--- config.mk ---
export PLATFORM = sky130hd
export DESIGN_NAME = spims_top
export DESIGN_NICKNAME = d
export VERILOG_FILES = /design/src/pkg/spims_pkg.sv /design/src/design/spims_top.sv /design/src/design/spims_sck_gen.sv
export SDC_FILE = /design/constraint.sdc
export NUM_CORES = 1
export LEC_CHECK = 0
export ABC_AREA = 1
export BUFFER_PORTS_ARGS = -buffer_cell sky130_fd_sc_hd__buf_2
export CAP_MARGIN = 10
export CORE_MARGIN = 4
export CORE_UTILIZATION = 58
export DETAILED_ROUTE_END_ITERATION = 8
export PLACE_DENSITY = 0.85
export SYNTH_ARGS = -nofsm -noshare
export SYNTH_HDL_FRONTEND = slang
export SYNTH_SLANG_ARGS = --single-unit
--- constraint.sdc ---
create_clock -name REF_CLK -period 3.8 [get_ports REF_CLK]
set_input_delay 0.95 -clock REF_CLK [delete_from_list [all_inputs] [get_ports REF_CLK]]
set_output_delay 0.95 -clock REF_CLK [all_outputs]
set_load 0.05 [all_outputs]
--- src/pkg/spims_pkg.sv ---
// constants, state encoding and rate table for the serial port
package spims_pkg;

   // ----------------------------------------------------------------
   // widths and reset values
   // ----------------------------------------------------------------
   localparam int DATA_W = 8;
   localparam int HALF_W = 7;
   localparam logic [DATA_W-1:0] DATA_RST = 8'h00;
   localparam logic [2:0] BIT_FIRST = 3'h0;
   localparam logic [2:0] BIT_LAST = 3'h7;
   localparam logic [3:0] SHIFTS_PER_BYTE = 4'h8;

   // ----------------------------------------------------------------
   // receive fifo fill levels (buffered mode)
   // ----------------------------------------------------------------
   localparam logic [1:0] RX_EMPTY = 2'h0;
   localparam logic [1:0] RX_ONE = 2'h1;
   localparam logic [1:0] RX_TWO = 2'h2;

   // ----------------------------------------------------------------
   // serial clock half periods in peripheral clock cycles
   // ----------------------------------------------------------------
   localparam logic [HALF_W-1:0] HALF_DIV4 = 7'h02;
   localparam logic [HALF_W-1:0] HALF_DIV16 = 7'h08;
   localparam logic [HALF_W-1:0] HALF_DIV64 = 7'h20;
   localparam logic [HALF_W-1:0] HALF_DIV128 = 7'h40;
   // least sck phase an outside master must keep, in clock cycles
   localparam int SCK_MIN_PHASE_CYC = 2;

   typedef enum logic [1:0] {
      SPIMS_IDLE  = 2'b00,
      SPIMS_SHIFT = 2'b01,
      SPIMS_DONE  = 2'b11
   } spims_state_t;

   // double speed halves every divider, giving seven distinct rates
   function automatic logic [HALF_W-1:0] spims_half(input logic [1:0] sel, input logic dbl);
      logic [HALF_W-1:0] h;
      unique case (sel)
         2'h0: h = HALF_DIV4;
         2'h1: h = HALF_DIV16;
         2'h2: h = HALF_DIV64;
         default: h = HALF_DIV128;
      endcase
      return dbl ? (h >> 1) : h;
   endfunction : spims_half

endpackage : spims_pkg

--- src/design/spims_top.sv ---
// byte wide serial peripheral port, master or slave, mode 0 timing
`timescale 1ns/1ps
module spims_top (
   input wire logic REF_CLK, // peripheral clock, 50 MHz
   input wire logic RESET, // async reset, high
   input wire logic ENABLE, // port enable
   input wire logic CTRL_WR, // strobe: load role bit
   input wire logic MASTER_IN, // role bit value, 1 master
   input wire logic [1:0] CLOCK_DIVIDER_SELECT, // master rate select
   input wire logic DOUBLE_SPEED_SELECT, // halves master divider
   input wire logic BIT_ORDER_SELECT, // 1 lsb first
   input wire logic BUFFERED_MODE_ENABLE, // buffered mode
   input wire logic SELECT_PIN_DISABLE, // master ignores select pin
   input wire logic DEBUG_HALT, // processor halted by debugger
   input wire logic DATA_WR, // strobe: data register write
   input wire logic [7:0] DATA_WDATA, // data to send
   input wire logic DATA_RD, // strobe: data register read
   input wire logic DONE_CLR, // strobe: clear done flag
   input wire logic CLASH_CLR, // strobe: clear clash flag
   input wire logic MOSI_DIR, // port direction, 1 output
   input wire logic MISO_DIR, // port direction, 1 output
   input wire logic SCK_DIR, // port direction, 1 output
   input wire logic SS_DIR, // port direction, 1 output
   input wire logic MOSI_I, // mosi pin level
   input wire logic MISO_I, // miso pin level
   input wire logic SCK_I, // sck pin level
   input wire logic SS_N_I, // select pin level, low active
   output logic MOSI_O, // mosi drive value
   output logic MOSI_OE, // mosi drive enable
   output logic MISO_O, // miso drive value
   output logic MISO_OE, // miso drive enable
   output logic SCK_O, // sck drive value
   output logic SCK_OE, // sck drive enable
   output logic [7:0] DATA_RDATA, // data register read value
   output logic DONE_FLAG, // transfer done, sticky
   output logic WRITE_CLASH_FLAG, // write collision, sticky
   output logic MASTER_STATE, // role bit
   output logic TX_BUF_FULL // transmit buffer holds a byte
);
   localparam int W = spims_pkg::DATA_W;

   // ----------------------------------------------------------------
   // pin synchronisers
   // ----------------------------------------------------------------
   logic ss_s1, ss_s, sck_s1, sck_s, mosi_s1, mosi_s, miso_s1, miso_s, sck_d1;

   always_ff @(posedge REF_CLK or posedge RESET) begin
      if (RESET) begin
         {ss_s1, ss_s} <= 2'h3;
         {sck_s1, sck_s, sck_d1} <= 3'h0;
         {mosi_s1, mosi_s, miso_s1, miso_s} <= 4'h0;
      end else begin
         {ss_s1, ss_s} <= {SS_N_I, ss_s1};
         {sck_s1, sck_s, sck_d1} <= {SCK_I, sck_s1, sck_s};
         {mosi_s1, mosi_s, miso_s1, miso_s} <= {MOSI_I, mosi_s1, MISO_I, miso_s1};
      end
   end

   // ----------------------------------------------------------------
   // state and decode
   // ----------------------------------------------------------------
   spims_pkg::spims_state_t st_q, st_d;
   logic [W-1:0] sr_q, sr_d, txb_q, txb_d, rx1_q, rx1_d, rx2_q, rx2_d, samp_rd;
   logic [2:0] bit_q, bit_d;
   logic [1:0] rxc_q, rxc_d;
   logic sck_q, sck_d, txf_q, txf_d, master_q, samp_q, done_q, clash_q, tick;

   wire logic run_ok = ENABLE & ~DEBUG_HALT;
   wire logic is_master = ENABLE & master_q;
   wire logic in_shift = (st_q == spims_pkg::SPIMS_SHIFT);
   wire logic in_idle = (st_q == spims_pkg::SPIMS_IDLE);
   wire logic in_done = (st_q == spims_pkg::SPIMS_DONE);
   wire logic buf_mode = BUFFERED_MODE_ENABLE;
   wire logic takeover = is_master & ~SELECT_PIN_DISABLE & ~SS_DIR & ~ss_s
                         & ~DEBUG_HALT;
   wire logic slave_sel = ENABLE & ~master_q & ~ss_s;
   wire logic slave_abort = ~ENABLE | (~master_q & ss_s);
   wire logic sck_rise = sck_s & ~sck_d1;
   wire logic sck_fall = ~sck_s & sck_d1;
   wire logic gen_run = is_master & in_shift & ~DEBUG_HALT;
   wire logic m_rise = tick & ~sck_q;
   wire logic m_fall = tick & sck_q;
   wire logic shift_now = in_shift & (master_q ? m_fall : (slave_sel & sck_fall));
   wire logic last_bit = (bit_q == spims_pkg::BIT_LAST);
   wire logic in_bit = master_q ? miso_s : samp_q;
   wire logic out_bit = BIT_ORDER_SELECT ? sr_q[0] : sr_q[W-1];
   wire logic [W-1:0] shifted = BIT_ORDER_SELECT ? {in_bit, sr_q[W-1:1]}
                                                 : {sr_q[W-2:0], in_bit};
   wire logic busy = in_shift & (master_q | (bit_q != spims_pkg::BIT_FIRST));
   wire logic wr = DATA_WR & ENABLE;
   wire logic idle_pop = in_idle & buf_mode & txf_q & run_ok;
   wire logic direct_ok = ~busy & ~in_done & ~txf_q;
   wire logic rx_push = in_done & ~DEBUG_HALT;
   wire logic rx_pop = DATA_RD & buf_mode & (rxc_q != spims_pkg::RX_EMPTY);
   wire logic [6:0] half_w = spims_pkg::spims_half(CLOCK_DIVIDER_SELECT,
                                                   DOUBLE_SPEED_SELECT);

   // serial clock from the peripheral clock only
   spims_sck_gen #(.CNT_W(spims_pkg::HALF_W)) u_gen (
      .clk(REF_CLK),
      .rst(RESET),
      .run(gen_run),
      .half(half_w),
      .tick(tick)
   );

   // ----------------------------------------------------------------
   // transfer sequencing
   // ----------------------------------------------------------------
   always_comb begin
      st_d = st_q;
      sr_d = sr_q;
      bit_d = bit_q;
      sck_d = sck_q;
      txb_d = txb_q;
      txf_d = txf_q;
      if (!DEBUG_HALT) begin
         unique case (st_q)
            spims_pkg::SPIMS_IDLE: begin
               bit_d = spims_pkg::BIT_FIRST;
               if (idle_pop) begin
                  sr_d = txb_q;
                  txf_d = 1'b0;
               end
               if (slave_sel || (idle_pop && is_master)) begin
                  st_d = spims_pkg::SPIMS_SHIFT;
               end
            end
            spims_pkg::SPIMS_SHIFT: begin
               if (m_rise) begin
                  sck_d = 1'b1;
               end
               if (shift_now) begin
                  sr_d = shifted;
                  bit_d = bit_q + 3'h1;
                  sck_d = 1'b0;
                  if (last_bit) begin
                     st_d = spims_pkg::SPIMS_DONE;
                  end
               end
               if (slave_abort) begin
                  st_d = spims_pkg::SPIMS_IDLE;
                  bit_d = spims_pkg::BIT_FIRST;
                  sck_d = 1'b0;
               end
            end
            default: begin
               st_d = spims_pkg::SPIMS_IDLE;
               bit_d = spims_pkg::BIT_FIRST;
            end
         endcase
      end
      // the clash write still lands in the shifter: the byte on the wire is garbled
      if (wr && !buf_mode) begin
         sr_d = DATA_WDATA;
         if (is_master && !busy) begin
            st_d = spims_pkg::SPIMS_SHIFT;
            bit_d = spims_pkg::BIT_FIRST;
            sck_d = 1'b0;
         end
      end else if (wr && direct_ok) begin
         sr_d = DATA_WDATA;
         if (is_master) begin
            st_d = spims_pkg::SPIMS_SHIFT;
            bit_d = spims_pkg::BIT_FIRST;
            sck_d = 1'b0;
         end
      end else if (wr && (!txf_q || idle_pop)) begin
         txb_d = DATA_WDATA;
         txf_d = 1'b1;
      end
      if (takeover) begin
         st_d = spims_pkg::SPIMS_IDLE;
         bit_d = spims_pkg::BIT_FIRST;
         sck_d = 1'b0;
      end
   end

   // ----------------------------------------------------------------
   // receive buffers
   // ----------------------------------------------------------------
   always_comb begin
      rx1_d = rx1_q;
      rx2_d = rx2_q;
      rxc_d = rxc_q;
      if (!buf_mode) begin
         if (rx_push) begin
            rx1_d = sr_q;
         end
      end else if (rx_push) begin
         // a third byte overwrites the newest entry: reader must keep up
         unique case (rxc_q)
            spims_pkg::RX_EMPTY: begin
               rx2_d = sr_q;
               rxc_d = spims_pkg::RX_ONE;
            end
            spims_pkg::RX_ONE: begin
               if (rx_pop) begin
                  rx2_d = sr_q;
               end else begin
                  rx1_d = sr_q;
                  rxc_d = spims_pkg::RX_TWO;
               end
            end
            default: begin
               if (rx_pop) begin
                  rx2_d = rx1_q;
               end
               rx1_d = sr_q;
               rxc_d = spims_pkg::RX_TWO;
            end
         endcase
      end else if (rx_pop) begin
         rx2_d = rx1_q;
         rxc_d = rxc_q - 2'h1;
      end
   end

   assign samp_rd = buf_mode ? rx2_d : rx1_d;

   // ----------------------------------------------------------------
   // registers
   // ----------------------------------------------------------------
   always_ff @(posedge REF_CLK or posedge RESET) begin
      if (RESET) begin
         st_q <= spims_pkg::SPIMS_IDLE;
         {sr_q, txb_q, rx1_q, rx2_q} <= {4{spims_pkg::DATA_RST}};
         bit_q <= spims_pkg::BIT_FIRST;
         rxc_q <= spims_pkg::RX_EMPTY;
         {sck_q, txf_q, samp_q} <= 3'h0;
      end else begin
         st_q <= st_d;
         {sr_q, txb_q, rx1_q, rx2_q} <= {sr_d, txb_d, rx1_d, rx2_d};
         bit_q <= bit_d;
         rxc_q <= rxc_d;
         {sck_q, txf_q} <= {sck_d, txf_d};
         if (sck_rise && slave_sel && !DEBUG_HALT) begin
            samp_q <= mosi_s;
         end
      end
   end

   // role bit and sticky flags; a hardware set wins over a clear
   always_ff @(posedge REF_CLK or posedge RESET) begin
      if (RESET) begin
         {master_q, done_q, clash_q} <= 3'h0;
      end else begin
         master_q <= takeover ? 1'b0 : (CTRL_WR ? MASTER_IN : master_q);
         done_q <= rx_push | takeover | (done_q & ~DONE_CLR);
         clash_q <= (wr & ~buf_mode & busy) | (clash_q & ~CLASH_CLR);
      end
   end

   // ----------------------------------------------------------------
   // outputs
   // ----------------------------------------------------------------
   always_ff @(posedge REF_CLK or posedge RESET) begin
      if (RESET) begin
         {MOSI_O, MOSI_OE, MISO_O, MISO_OE, SCK_O, SCK_OE} <= 6'h00;
         DATA_RDATA <= spims_pkg::DATA_RST;
         {DONE_FLAG, WRITE_CLASH_FLAG, MASTER_STATE, TX_BUF_FULL} <= 4'h0;
      end else begin
         MOSI_O <= out_bit;
         MOSI_OE <= is_master & MOSI_DIR;
         MISO_O <= out_bit;
         MISO_OE <= ENABLE & ~master_q & MISO_DIR & ~ss_s;
         SCK_O <= sck_q;
         SCK_OE <= is_master & SCK_DIR;
         DATA_RDATA <= samp_rd;
         {DONE_FLAG, WRITE_CLASH_FLAG} <= {done_q, clash_q};
         {MASTER_STATE, TX_BUF_FULL} <= {master_q, txf_q};
      end
   end

   // ----------------------------------------------------------------
   // checks
   // ----------------------------------------------------------------
   logic [3:0] nshift_q;
   always_ff @(posedge REF_CLK or posedge RESET) begin
      if (RESET) begin
         nshift_q <= 4'h0;
      end else if (in_idle || in_done) begin
         nshift_q <= 4'h0;
      end else if (shift_now && !DEBUG_HALT) begin
         nshift_q <= nshift_q + 4'h1;
      end
   end
endmodule : spims_top

--- src/design/spims_sck_gen.sv ---
// half period tick generator for the master serial clock
`timescale 1ns/1ps
module spims_sck_gen #(
   parameter int CNT_W = spims_pkg::HALF_W
) (
   input wire logic clk, // peripheral clock
   input wire logic rst, // async reset, high
   input wire logic run, // count while high
   input wire logic [CNT_W-1:0] half, // half period in cycles, at least one
   output logic tick // one cycle per half period
);
   logic [CNT_W-1:0] cnt_q;
   wire logic at_end = (cnt_q == CNT_W'(half - 1'b1));

   always_ff @(posedge clk or posedge rst) begin
      if (rst) begin
         cnt_q <= '0;
         tick <= 1'b0;
      end else if (!run) begin
         cnt_q <= '0;
         tick <= 1'b0;
      end else if (at_end) begin
         cnt_q <= '0;
         tick <= 1'b1;
      end else begin
         cnt_q <= cnt_q + 1'b1;
         tick <= 1'b0;
      end
   end
endmodule : spims_sck_gen

* Word level (Yosys, flattened, before mapping)
Cells that the tools add are included.
** Storage, ports and cells
- Bits in latches :: 0
- Word-level logic and storage cells :: 199
- Input bits :: 32
- ROM bits :: 0
- Memories :: 0
- Register bits after elaboration :: 79
- Output and inout bits :: 18
- RAM bits :: 0
** Cells by class
- Order comparisons :: 0
- Shift-type cells :: 0
- Bitwise logic cells :: 57
- Eq/ne operators :: 11
- Reductions and logical operators :: 24
- Mux-type cells :: 69
- $mul :: 0
- Div/mod/pow operators :: 0
- $add $sub $neg :: 4
** Operator list (number)
- $mux W8 :: 15
- $pmux W8 S2 :: 3
- $and A1 B1 Y1 :: 35
- $mux W3 :: 9
- $mux W2 :: 13
- $mux W1 :: 23
- $mux W7 :: 3
- $pmux W7 S3 :: 1
- $not A1 Y1 :: 17
- $ne A4 B1 Y1 const B :: 2
- $pmux W2 S2 :: 2
- $add A7 B1 Y7 const B :: 1
- $eq A7 B7 Y1 :: 1
- $logic_and A1 B1 Y1 :: 7
- $sub A7 B1 Y7 const B :: 1
- $eq A2 B1 Y1 const B :: 3
- $logic_not A2 Y1 :: 3
- $reduce_and A3 Y1 :: 2
- $reduce_bool A2 Y1 :: 3
- $or A1 B1 Y1 :: 5
- $eq A2 B2 Y1 const B :: 2
- $logic_not A1 Y1 :: 4
- $reduce_and A4 Y1 :: 1
- $reduce_bool A4 Y1 :: 1
- other kinds (7) :: 8

* Longest topological paths before layout
Gate-level depths: netlist (run 1).
- Depth after elaboration :: 14
- Mapped depth :: 11
- Mapped depth without buffers :: 11

* Cells and area by module
Synthesis (run 1) repeated with hierarchy kept, for this count alone.
** Second synthesis, totals
- Cells, all modules :: 581
- Area, all modules :: 4354.2 sq um
** Modules (own cells, without submodules)
- spims_top :: area each 3706.1 sq um, cells each 477, seq. area each 1779.2 sq um, times used 1
- spims_sck_gen :: area each 648.1 sq um, cells each 104, seq. area each 200.2 sq um, times used 1

* Worst setup path after synthesis (run 1)
OpenSTA, ideal clock, no wires.
- Path type :: input-to-reg
- From :: input port BUFFERED_MODE_ENABLE
- To :: register txb_q[0]
- Path buffers :: 1
- Stages :: 6
- Slack :: 1875 ps
- Arrival :: 1808 ps
- Library setup time :: 117 ps
- Cell sequence :: buf_2 > nand3_1 > o21ai_2 > nand2_2 > nand2_1 > nand2_1
** Between the ends
- Word-level cells in the longest chain between the ends :: 6
- Elaborated cells between the ends (all ways) :: 9
- Those cells by class :: 4 x bitwise; 5 x reduce/logical
** RTL lines
- from (decl) :: line spims_top.sv:12 : input wire logic BUFFERED_MODE_ENABLE,
- $and A1 B1 Y1 (3 in a row) :: line spims_top.sv:91 : wire logic idle_pop = in_idle & buf_mode & txf_q & run_ok;
- $logic_or A1 B1 Y1 :: line spims_top.sv:168 : end else if (wr && (!txf_q || idle_pop)) begin
- $logic_and A1 B1 Y1 :: line spims_top.sv:168
- $reduce_and A3 Y1 (no source line) *
- to (signal assigned) :: line spims_top.sv:227 : {sr_q, txb_q, rx1_q, rx2_q} <= {4{spims_pkg::DATA_RST}};
- to (signal assigned) :: line spims_top.sv:233 : {sr_q, txb_q, rx1_q, rx2_q} <= {sr_d, txb_d, rx1_d, rx2_d};
- to (decl) :: line spims_top.sv:63 : logic [W-1:0] sr_q, sr_d, txb_q, txb_d, rx1_q, rx1_d, rx2_q, rx2_d, samp_rd;
Mark *: on every way between the ends. The rest lies on a longest branch, timed or not.
A chain may end at the register's enable or synchronous reset.

* Worst setup path in the final report (run 1)
- From :: input port BUFFERED_MODE_ENABLE
- To :: register rx1_q[0]
** Between the ends
- Word-level cells in the longest chain between the ends :: 6
** RTL lines
- $and A1 B1 Y1 (2 in a row) :: line spims_top.sv:94 : wire logic rx_pop = DATA_RD & buf_mode & (rxc_q != spims_pkg::RX_EMPTY);
- $mux W8 :: line spims_top.sv:198 : if (rx_pop) begin
- $pmux W8 S2 :: line spims_top.sv:192 : unique case (rxc_q)
- $mux W8 :: line spims_top.sv:190 : end else if (rx_push) begin
- $mux W8 * :: line spims_top.sv:186 : if (!buf_mode) begin
- via rx1_d[0] :: line spims_top.sv:63
- to (signal assigned) :: line spims_top.sv:227
- to (signal assigned) :: line spims_top.sv:233
- to (decl) :: line spims_top.sv:63
Mark *: on every way through the listed nets, which the timed path passes. The rest lies on a longest branch.

==> results_dict.tcl, run 1 <==
set metrics [dict create \
    finalCritPeriodShare_pct 58.8 \
    max_stage_delay_ps 430 \
    gr-total-overflow 0 \
    core_um2 6870 \
    wl_per_cell_um 13.1 \
    io_pins 50 \
    dp_hpwl_mm 6.66 \
    hold_violations 0 \
    max_slew_margin_pct 35.0 \
    p_clk_share_pct 29.9 \
    clock_sinks 79 \
    die_h_um 92.4 \
    ir_drop_uv 322 \
    ys_seq_area_share_pct 47.9 \
    htree_levels 3 \
    period_minus_slack_ps 2230 \
    syn_avg_cell_area_um2 7.62 \
    startpoint_type "primary input" \
    drt_first_pass_iters 6 \
    wl_mm 9.09 \
    finalClockSkew_ps 6.83 \
    cts-buffers-inserted 9 \
    crit_required_ps 4050 \
    antenna_found_initial 0 \
    status "finished clean" \
    switching_share_pct 36.2 \
    cpMaxStageDelayCell "nand3_2" \
    clock_latency_ps 370 \
    cts_root_buf "clkbuf_8" \
    ys.flop_type "dfrtp_1" \
    tightest_slew_ps 974 \
    n_fill_cell 555 \
    fmaxAchievable_mhz 448 \
    drc 0 \
    cts_resized 0 \
    first_iter_violations 258 \
    p_per_area_nw_per_um2 542 \
    rows 30 \
    clk_pin_slew_ps 80 \
    yosysWarnings 0 \
    synthDistinctLibCells 35 \
    switchingPower_mw 0.922 \
    routabilityCongestion 0.882 \
    die_w_um 92.4 \
    ys_ff_latch 79 \
    hold_buffers 0 \
    via_per_inst 5.39 \
    postCtsSetupBuffers 0 \
    syn_to_final_growth_pct 13.7 \
    drv_slew 0 \
    path_max_fanout 25 \
    layout_commonest_cell "nand2_1" \
    first_global_vias 3606 \
    final_cell_mix "nand2_1, dfrtp_1, nor2_1, nand3_1, buf_2" \
    cp-end-kind "flop" \
    nNetsFinal 631 \
    combPwrFrac_pct 26.5 \
    grt_pass1_wl_mm 16.1 \
    tns_ps 0 \
    p_seq_share_pct 43.6 \
    synth_edf_count 0 \
    setup_viol 0 \
    cts.path.max_buffers 2 \
    grt_use_total_pct 23.4 \
    drive_above_1_share_pct 16.9 \
    path_delay_family "simple AND/OR/NAND/NOR gates" \
    cpMostUsedCell "nand2_1" \
    initial_core_util_pct 60.2 \
    port_buffers 49 \
    synthesis.nets 581 \
    critical_path_buf_inv_count 1 \
    syn_area_um2 4140 \
    p_leak_nw 2.53 \
    cts_tree "built" \
    postSynthCellCount 543 \
    grt_max_degree 61 \
    arrival_ps 2480 \
    p_int_mw 1.63 \
    diodes 0 \
    die_area_um2 8540 \
    maxCapViolCount 0 \
    async_flop_share_pct 100 \
    rsz0062_at_grt "false" \
    critical_path_class "primary input to flop" \
    ant_nets 0 \
    min_path_type "flop to flop" \
    num_vias 3738 \
    path_cells "buf_2, nand3_2, nand2_1, nand2_1, nor2_1, o22ai_1, nand2_1, nand2_1" \
    power.total_mw 2.55 \
]
-- kinds of logic after synthesis --
group | count (synthesis) | share of synthesized area, %
xor+xnor | 5 | 1.06
fa+ha+maj | 6 | 1.82
compound gates | 69 | 8.96
flops | 79 | 47.9
buf+inv | 66 | 6.47
simple gates | 318 | 33.8
-- synthesized netlist by cell type (6+ instances only) --
library cell,instances,area share (%)
o21ai_1,6,0.73
nand3_1,51,6.2
o21ai_0,25,3.0
dfrtp_1,77,47
buf_2,7,0.85
nor2_1,52,4.7
ha_1,6,1.8
inv_1,43,3.9
a21oi_1,27,3.3
nand2_1,186,17
inv_2,8,0.73
-- final cells by class --
| class | count | area (um2) | share of cell area, % |
|---|---|---|---|
| clock buffer | 9 | 124 | 2.63 |
| clock inverter | 7 | 120 | 2.55 |
| inverter | 52 | 196 | 4.18 |
| multi-input combinational | 398 | 1890 | 40.1 |
| sequential | 79 | 1980 | 42.1 |
| tap | 96 | 120 | 2.55 |
| timing repair buffer | 53 | 275 | 5.85 |
-- routing by layer --
layer | routed length (um) | global-route usage [%] | up-vias
met3 | 614 | 4.79 | 26
met2 | 4450 | 38.6 | 145
li1 | - | - | 1830
met4 | 229 | 10.5 | 0
met5 | 0 | 0 | -
met1 | 3790 | 29.6 | 1737
-- power by group through the flow --
stage,Combinational (mW),Sequential [mW],Clock (mW)
after global routing,0.775,1.13,0.813
after detailed placement,0.673,1.12,0
final,0.676,1.11,0.762
after global placement,0.648,1.12,0
after floorplan,0.449,1.17,0
after CTS,0.678,1.11,0.772
-- stage by stage --
stage	util (%)	hold slack [ps]	instances	instance area (um2)	worst slack [ps]
2_1_floorplan	-	331	543	4140	830
3_3_place_gp	64.9	333	678	4460	1290
3_5_place_dp	64.9	337	678	4460	1210
4_1_cts	68.5	357	694	4700	1590
5_1_grt	68.5	366	694	4700	1340
6_report	68.5	354	694	4700	1570
-- worst paths after layout --
kind,start,endpoint,slack [ps],cells after the start
setup / recovery,BUFFERED_MODE_ENABLE,rx1_q[0],1570,8
hold / removal,miso_s1,miso_s,350,0
setup reg to reg,rxc_q[0],DATA_RDATA[2],1730,8
hold reg to reg,miso_s1,miso_s,350,0
max in group asynchronous,RESET,DATA_RDATA[1],2330,3
min in group asynchronous,RESET,u_gen.cnt_q[5],770,2
-- flip-flops by register name (all words and copies together) (netlist names), 2 cells and up --
| signal | count |
|---|---|
| DATA_RDATA | 8 |
| rx1_q | 8 |
| rx2_q | 8 |
| sr_q | 8 |
| txb_q | 8 |
| u_gen.cnt_q | 7 |
| bit_q | 3 |
| rxc_q | 2 |
| st_q | 2 |
Note: power is estimated with default switching activity, not from simulation.
==> run 2: changes to the inputs <==
- CORE_UTILIZATION: 58 -> 53
- PLACE_DENSITY: 0.85 -> 0.82
- clock period: 3.8 -> 2 ns (I/O delays scaled with it)
==> results_dict.tcl, run 2 (synthesis results as in run 1) <==
set metrics [dict create \
    nNetsFinal 637 \
    cts.path.max_buffers 2 \
    tns_ps 0 \
    path_max_fanout 13 \
    cts_root_buf "clkbuf_8" \
    via_per_inst 5.30 \
    ant_nets 0 \
    dp_hpwl_mm 6.61 \
    clk_pin_slew_ps 80 \
    hold_buffers 0 \
    max_slew_margin_pct 72.1 \
    die_area_um2 9280 \
    io_pins 50 \
    r2r_slack_ps 180 \
    rsz0062_at_grt "false" \
    ir_drop_uv 404 \
    min_from "SS_N_I" \
    rows 31 \
    cts-buffers-inserted 9 \
    first_global_vias 3599 \
    gr-total-overflow 0 \
    crit_required_ps 2230 \
    fmaxAchievable_mhz 551 \
    drv_slew 0 \
    cp-end-kind "flop" \
    maxCapViolCount 0 \
    num_vias 3729 \
    startpoint_type "flop" \
    die_w_um 96.3 \
    period_minus_slack_ps 1820 \
    routabilityCongestion 0.921 \
    cts_tree "built" \
    whs_endpoint "ss_s1" \
    drt_first_pass_iters 6 \
    final_cell_mix "nand2_1, dfrtp_1, nor2_1, nand3_1, buf_2" \
    clock_sinks 79 \
    r2r.worst_path.cells 10 \
    die_h_um 96.3 \
    worstReg2RegEnd "rx1_q[0]" \
    drc 0 \
    port_buffers 49 \
    grt_pass1_wl_mm 15.8 \
    clock_latency_ps 350 \
    core_um2 7410 \
    worstHoldPathCells 1 \
    tightest_slew_ps 414 \
    syn_to_final_growth_pct 14.5 \
    power.total_mw 4.64 \
    critical_path_class "flop to flop" \
    placed_cells 687 \
    finalClockSkew_ps 6.21 \
    min_path_type "primary input to flop" \
    layout_commonest_cell "nand2_1" \
    holdWs_ps 239 \
    p_leak_nw 2.53 \
    setup_viol 0 \
    r2r-start "rxc_q[0]" \
    finalCritPeriodShare_pct 90.8 \
    wl_per_cell_um 12.9 \
    first_iter_violations 236 \
    grt_max_degree 80 \
    arrival_ps 2050 \
    hold_violations 0 \
    initial_core_util_pct 55.8 \
    grt_use_total_pct 21.7 \
    htree_levels 3 \
    antenna_found_initial 0 \
    status "finished clean" \
    drive_above_1_share_pct 17.7 \
    wl_mm 9.04 \
    p_per_area_nw_per_um2 980 \
    final_cells 703 \
    diodes 0 \
]
run 2: cell count changes in the layout (fill, tap and decap cells not counted):
| cell | delta |
|---|---|
| clkinv_4 | -1 |
| nand3_4 | +1 |
| bufinv_16 | -2 |
| buf_4 | +5 |
| inv_6 | +2 |
| buf_12 | +1 |
| clkinvlp_4 | +3 |
| clkinv_2 | -2 |
| nand3_2 | -1 |
run 2: report_power, final:
group	switching, mW	leakage, nW	total (mW)	internal (mW)
clock network	0.612	0.0929	1.20	0.589
logic	0.913	1.42	1.33	0.416
registers	0.242	1.01	2.11	1.87
run 2: area by class of cell:
cell class	count	area, um2
Sequential cell	79	1980
Multi-Input combinational cell	398	1900
Clock buffer	9	124
Timing Repair Buffer	59	333
Tap cell	99	124
Inverter	52	199
Fill cell	611	2680
Clock inverter	7	78.8
run 2: what timing repair did:
item | in CTS | in global routing
gates resized for setup | 0 | 1
buffers inserted | 0 | 0
endpoints found under the setup margin | 0 | 7
run 2: per-stage QoR:
step / util [%] / cell area, um2 / setup WS [ps]
floorplan: - / 4140 / 441
global placement: 61.1 / 4520 / 320
detailed placement: 61.1 / 4520 / 187
CTS: 63.8 / 4730 / 166
global route: 63.9 / 4730 / 48.8
finish: 63.9 / 4730 / 185
run 2: worst max-delay path, cell delays in order, from the launching register on:
cell and delay, ps:
dfrtp_1 370, inv_1 60, ha_1 270, inv_1 140, nand3_4 160, nand2_1 120, nand2_1 110, nor2_1 230
o22ai_1 100, nand2_1 70, nand2_1 50
run 2: metal layers:
layer / vias up / share of wire [%] / global-route usage, %
li1: 1849 / - / -
met1: 1714 / 43 / 27.6
met2: 151 / 48 / 36.4
met3: 15 / 7.4 / 5.32
met4: 0 / 1.3 / 7.13
met5: - / 0 / 0
run 2: how the worst max path moves through the flow:
stage / start / end / cells after the start
after floorplan: rxc_q[0] / DATA_RDATA[2] / 10
after global placement: DEBUG_HALT / DATA_RDATA[0] / 8
after detailed placement: rxc_q[0] / rx1_q[2] / 10
after CTS: rxc_q[0] / rx1_q[2] / 10
after global routing: rxc_q[0] / rx1_q[2] / 10
final: rxc_q[0] / rx1_q[0] / 10
==> run 3: changes to the inputs <==
- PLACE_DENSITY: 0.82 -> 0.83
==> results_dict.tcl, run 3 (synthesis results as in run 1) <==
set metrics [dict create \
    max_stage_delay_ps 380 \
    max_slew_margin_pct 63.7 \
    path_delay_family "simple AND/OR/NAND/NOR gates" \
    clock_latency_ps 350 \
    initial_core_util_pct 55.8 \
    hold_buffers 0 \
    finalClockSkew_ps 8.71 \
    drt_first_pass_iters 5 \
    startpoint_type "flop" \
    layout_commonest_cell "nand2_1" \
    grt_max_degree 28 \
    cpMaxStageDelayCell "dfrtp_1" \
    cts.path.max_buffers 2 \
    maxCapViolCount 0 \
    status "finished clean" \
    hold_violations 0 \
    die_area_um2 9280 \
    die_h_um 96.3 \
    tns_ps 0 \
    syn_to_final_growth_pct 14.7 \
    ir_drop_uv 449 \
    cts-buffers-inserted 9 \
    drc 0 \
    drv_slew 0 \
    clk_pin_slew_ps 80 \
    clock_sinks 79 \
    cts_root_buf "clkbuf_8" \
    cts_resized 0 \
    first_iter_violations 166 \
    diodes 0 \
    p_per_area_nw_per_um2 950 \
    worstReg2RegEnd "DATA_RDATA[0]" \
    grt_pass1_wl_mm 16.1 \
    cp-startpoint "rxc_q[0]" \
    io_pins 50 \
    die_w_um 96.3 \
    final_cell_mix "nand2_1, dfrtp_1, nor2_1, nand3_1, buf_2" \
    wl_mm 9.18 \
    min_path_type "primary input to async pin" \
    tightest_slew_ps 543 \
    wl_per_cell_um 13.0 \
    cp-end-kind "flop" \
    drive_above_1_share_pct 18.1 \
    r2r.worst_path.cells 11 \
    rows 31 \
    critical_path_buf_inv_count 3 \
    critical_path_class "flop to flop" \
    nNetsFinal 640 \
    antenna_found_initial 0 \
    dp_hpwl_mm 6.90 \
    path_max_fanout 21 \
    postCtsSetupBuffers 0 \
    p_leak_nw 2.54 \
    path_cells "inv_1, ha_1, inv_1, nand3_2, buf_4, nand2_1, o21ai_0, nand2_1, nand3_1, nand2_1, nand2_1" \
    first_global_vias 3617 \
    placed_cells 690 \
    port_buffers 49 \
    r2r_slack_ps 340 \
    num_vias 3733 \
    finalCritPeriodShare_pct 83.1 \
    ant_nets 0 \
    r2r-start "rxc_q[0]" \
    crit_required_ps 2230 \
    fmaxAchievable_mhz 602 \
    cpMostUsedCell "nand2_1" \
    period_minus_slack_ps 1660 \
    gr-total-overflow 0 \
    grt_use_total_pct 22.1 \
    final_cells 706 \
    setup_viol 0 \
    via_per_inst 5.29 \
    arrival_ps 1890 \
    core_um2 7410 \
    cts_tree "built" \
    rsz0062_at_grt "false" \
    routabilityCongestion 0.905 \
    htree_levels 3 \
]
-- run 3: changes by cell type in the layout (fill, tap and decap cells not counted), moves of 2 or more --
cell      delta
buf_4        +2
clkbuf_8     +2
inv_6        -3
clkinv_2     +2
-- run 3: layout make-up --
cell class / instances / area [um2]
Clock buffer: 11 / 151
Timing Repair Buffer: 62 / 368
Clock inverter: 5 / 32.5
Fill cell: 638 / 2670
Sequential cell: 79 / 1980
Inverter: 52 / 199
Tap cell: 99 / 124
Multi-Input combinational cell: 398 / 1890
-- run 3: metal layers --
layer,part of all wire (%),GRT usage [%]
met1,44,29.0
met2,48,36.6
met3,6.4,3.28
met4,1.5,9.00
met5,0,0
-- run 3: report_power, final --
group | internal (mW) | leakage [nW] | total, mW | switching [mW]
combinational | 0.417 | 1.44 | 1.31 | 0.897
sequential | 1.87 | 1.01 | 2.11 | 0.242
clock | 0.514 | 0.0873 | 1.08 | 0.567
-- run 3: worst max-delay path by stage --
stage | to | depth (start not counted)
floorplan | DATA_RDATA[2] | 10
global route | rx1_q[0] | 10
global placement | rx1_q[0] | 8
finish | DATA_RDATA[0] | 11
CTS | rx2_q[6] | 11
detailed placement | rxc_q[0] | 9
-- run 3: through the flow --
step           utilization, %  hold slack (ps)  setup WS [ps]  instance area (um2)  total power, mW
3_3_place_gp             61.5              332            396                 4560             3.40
2_1_floorplan               -              331            441                 4140             3.08
3_5_place_dp             61.5              335            338                 4560             3.44
6_report                 64.0              193            338                 4740             4.51
5_1_grt                  64.0              222           88.0                 4740             4.84
4_1_cts                  64.0              203            350                 4740             4.52
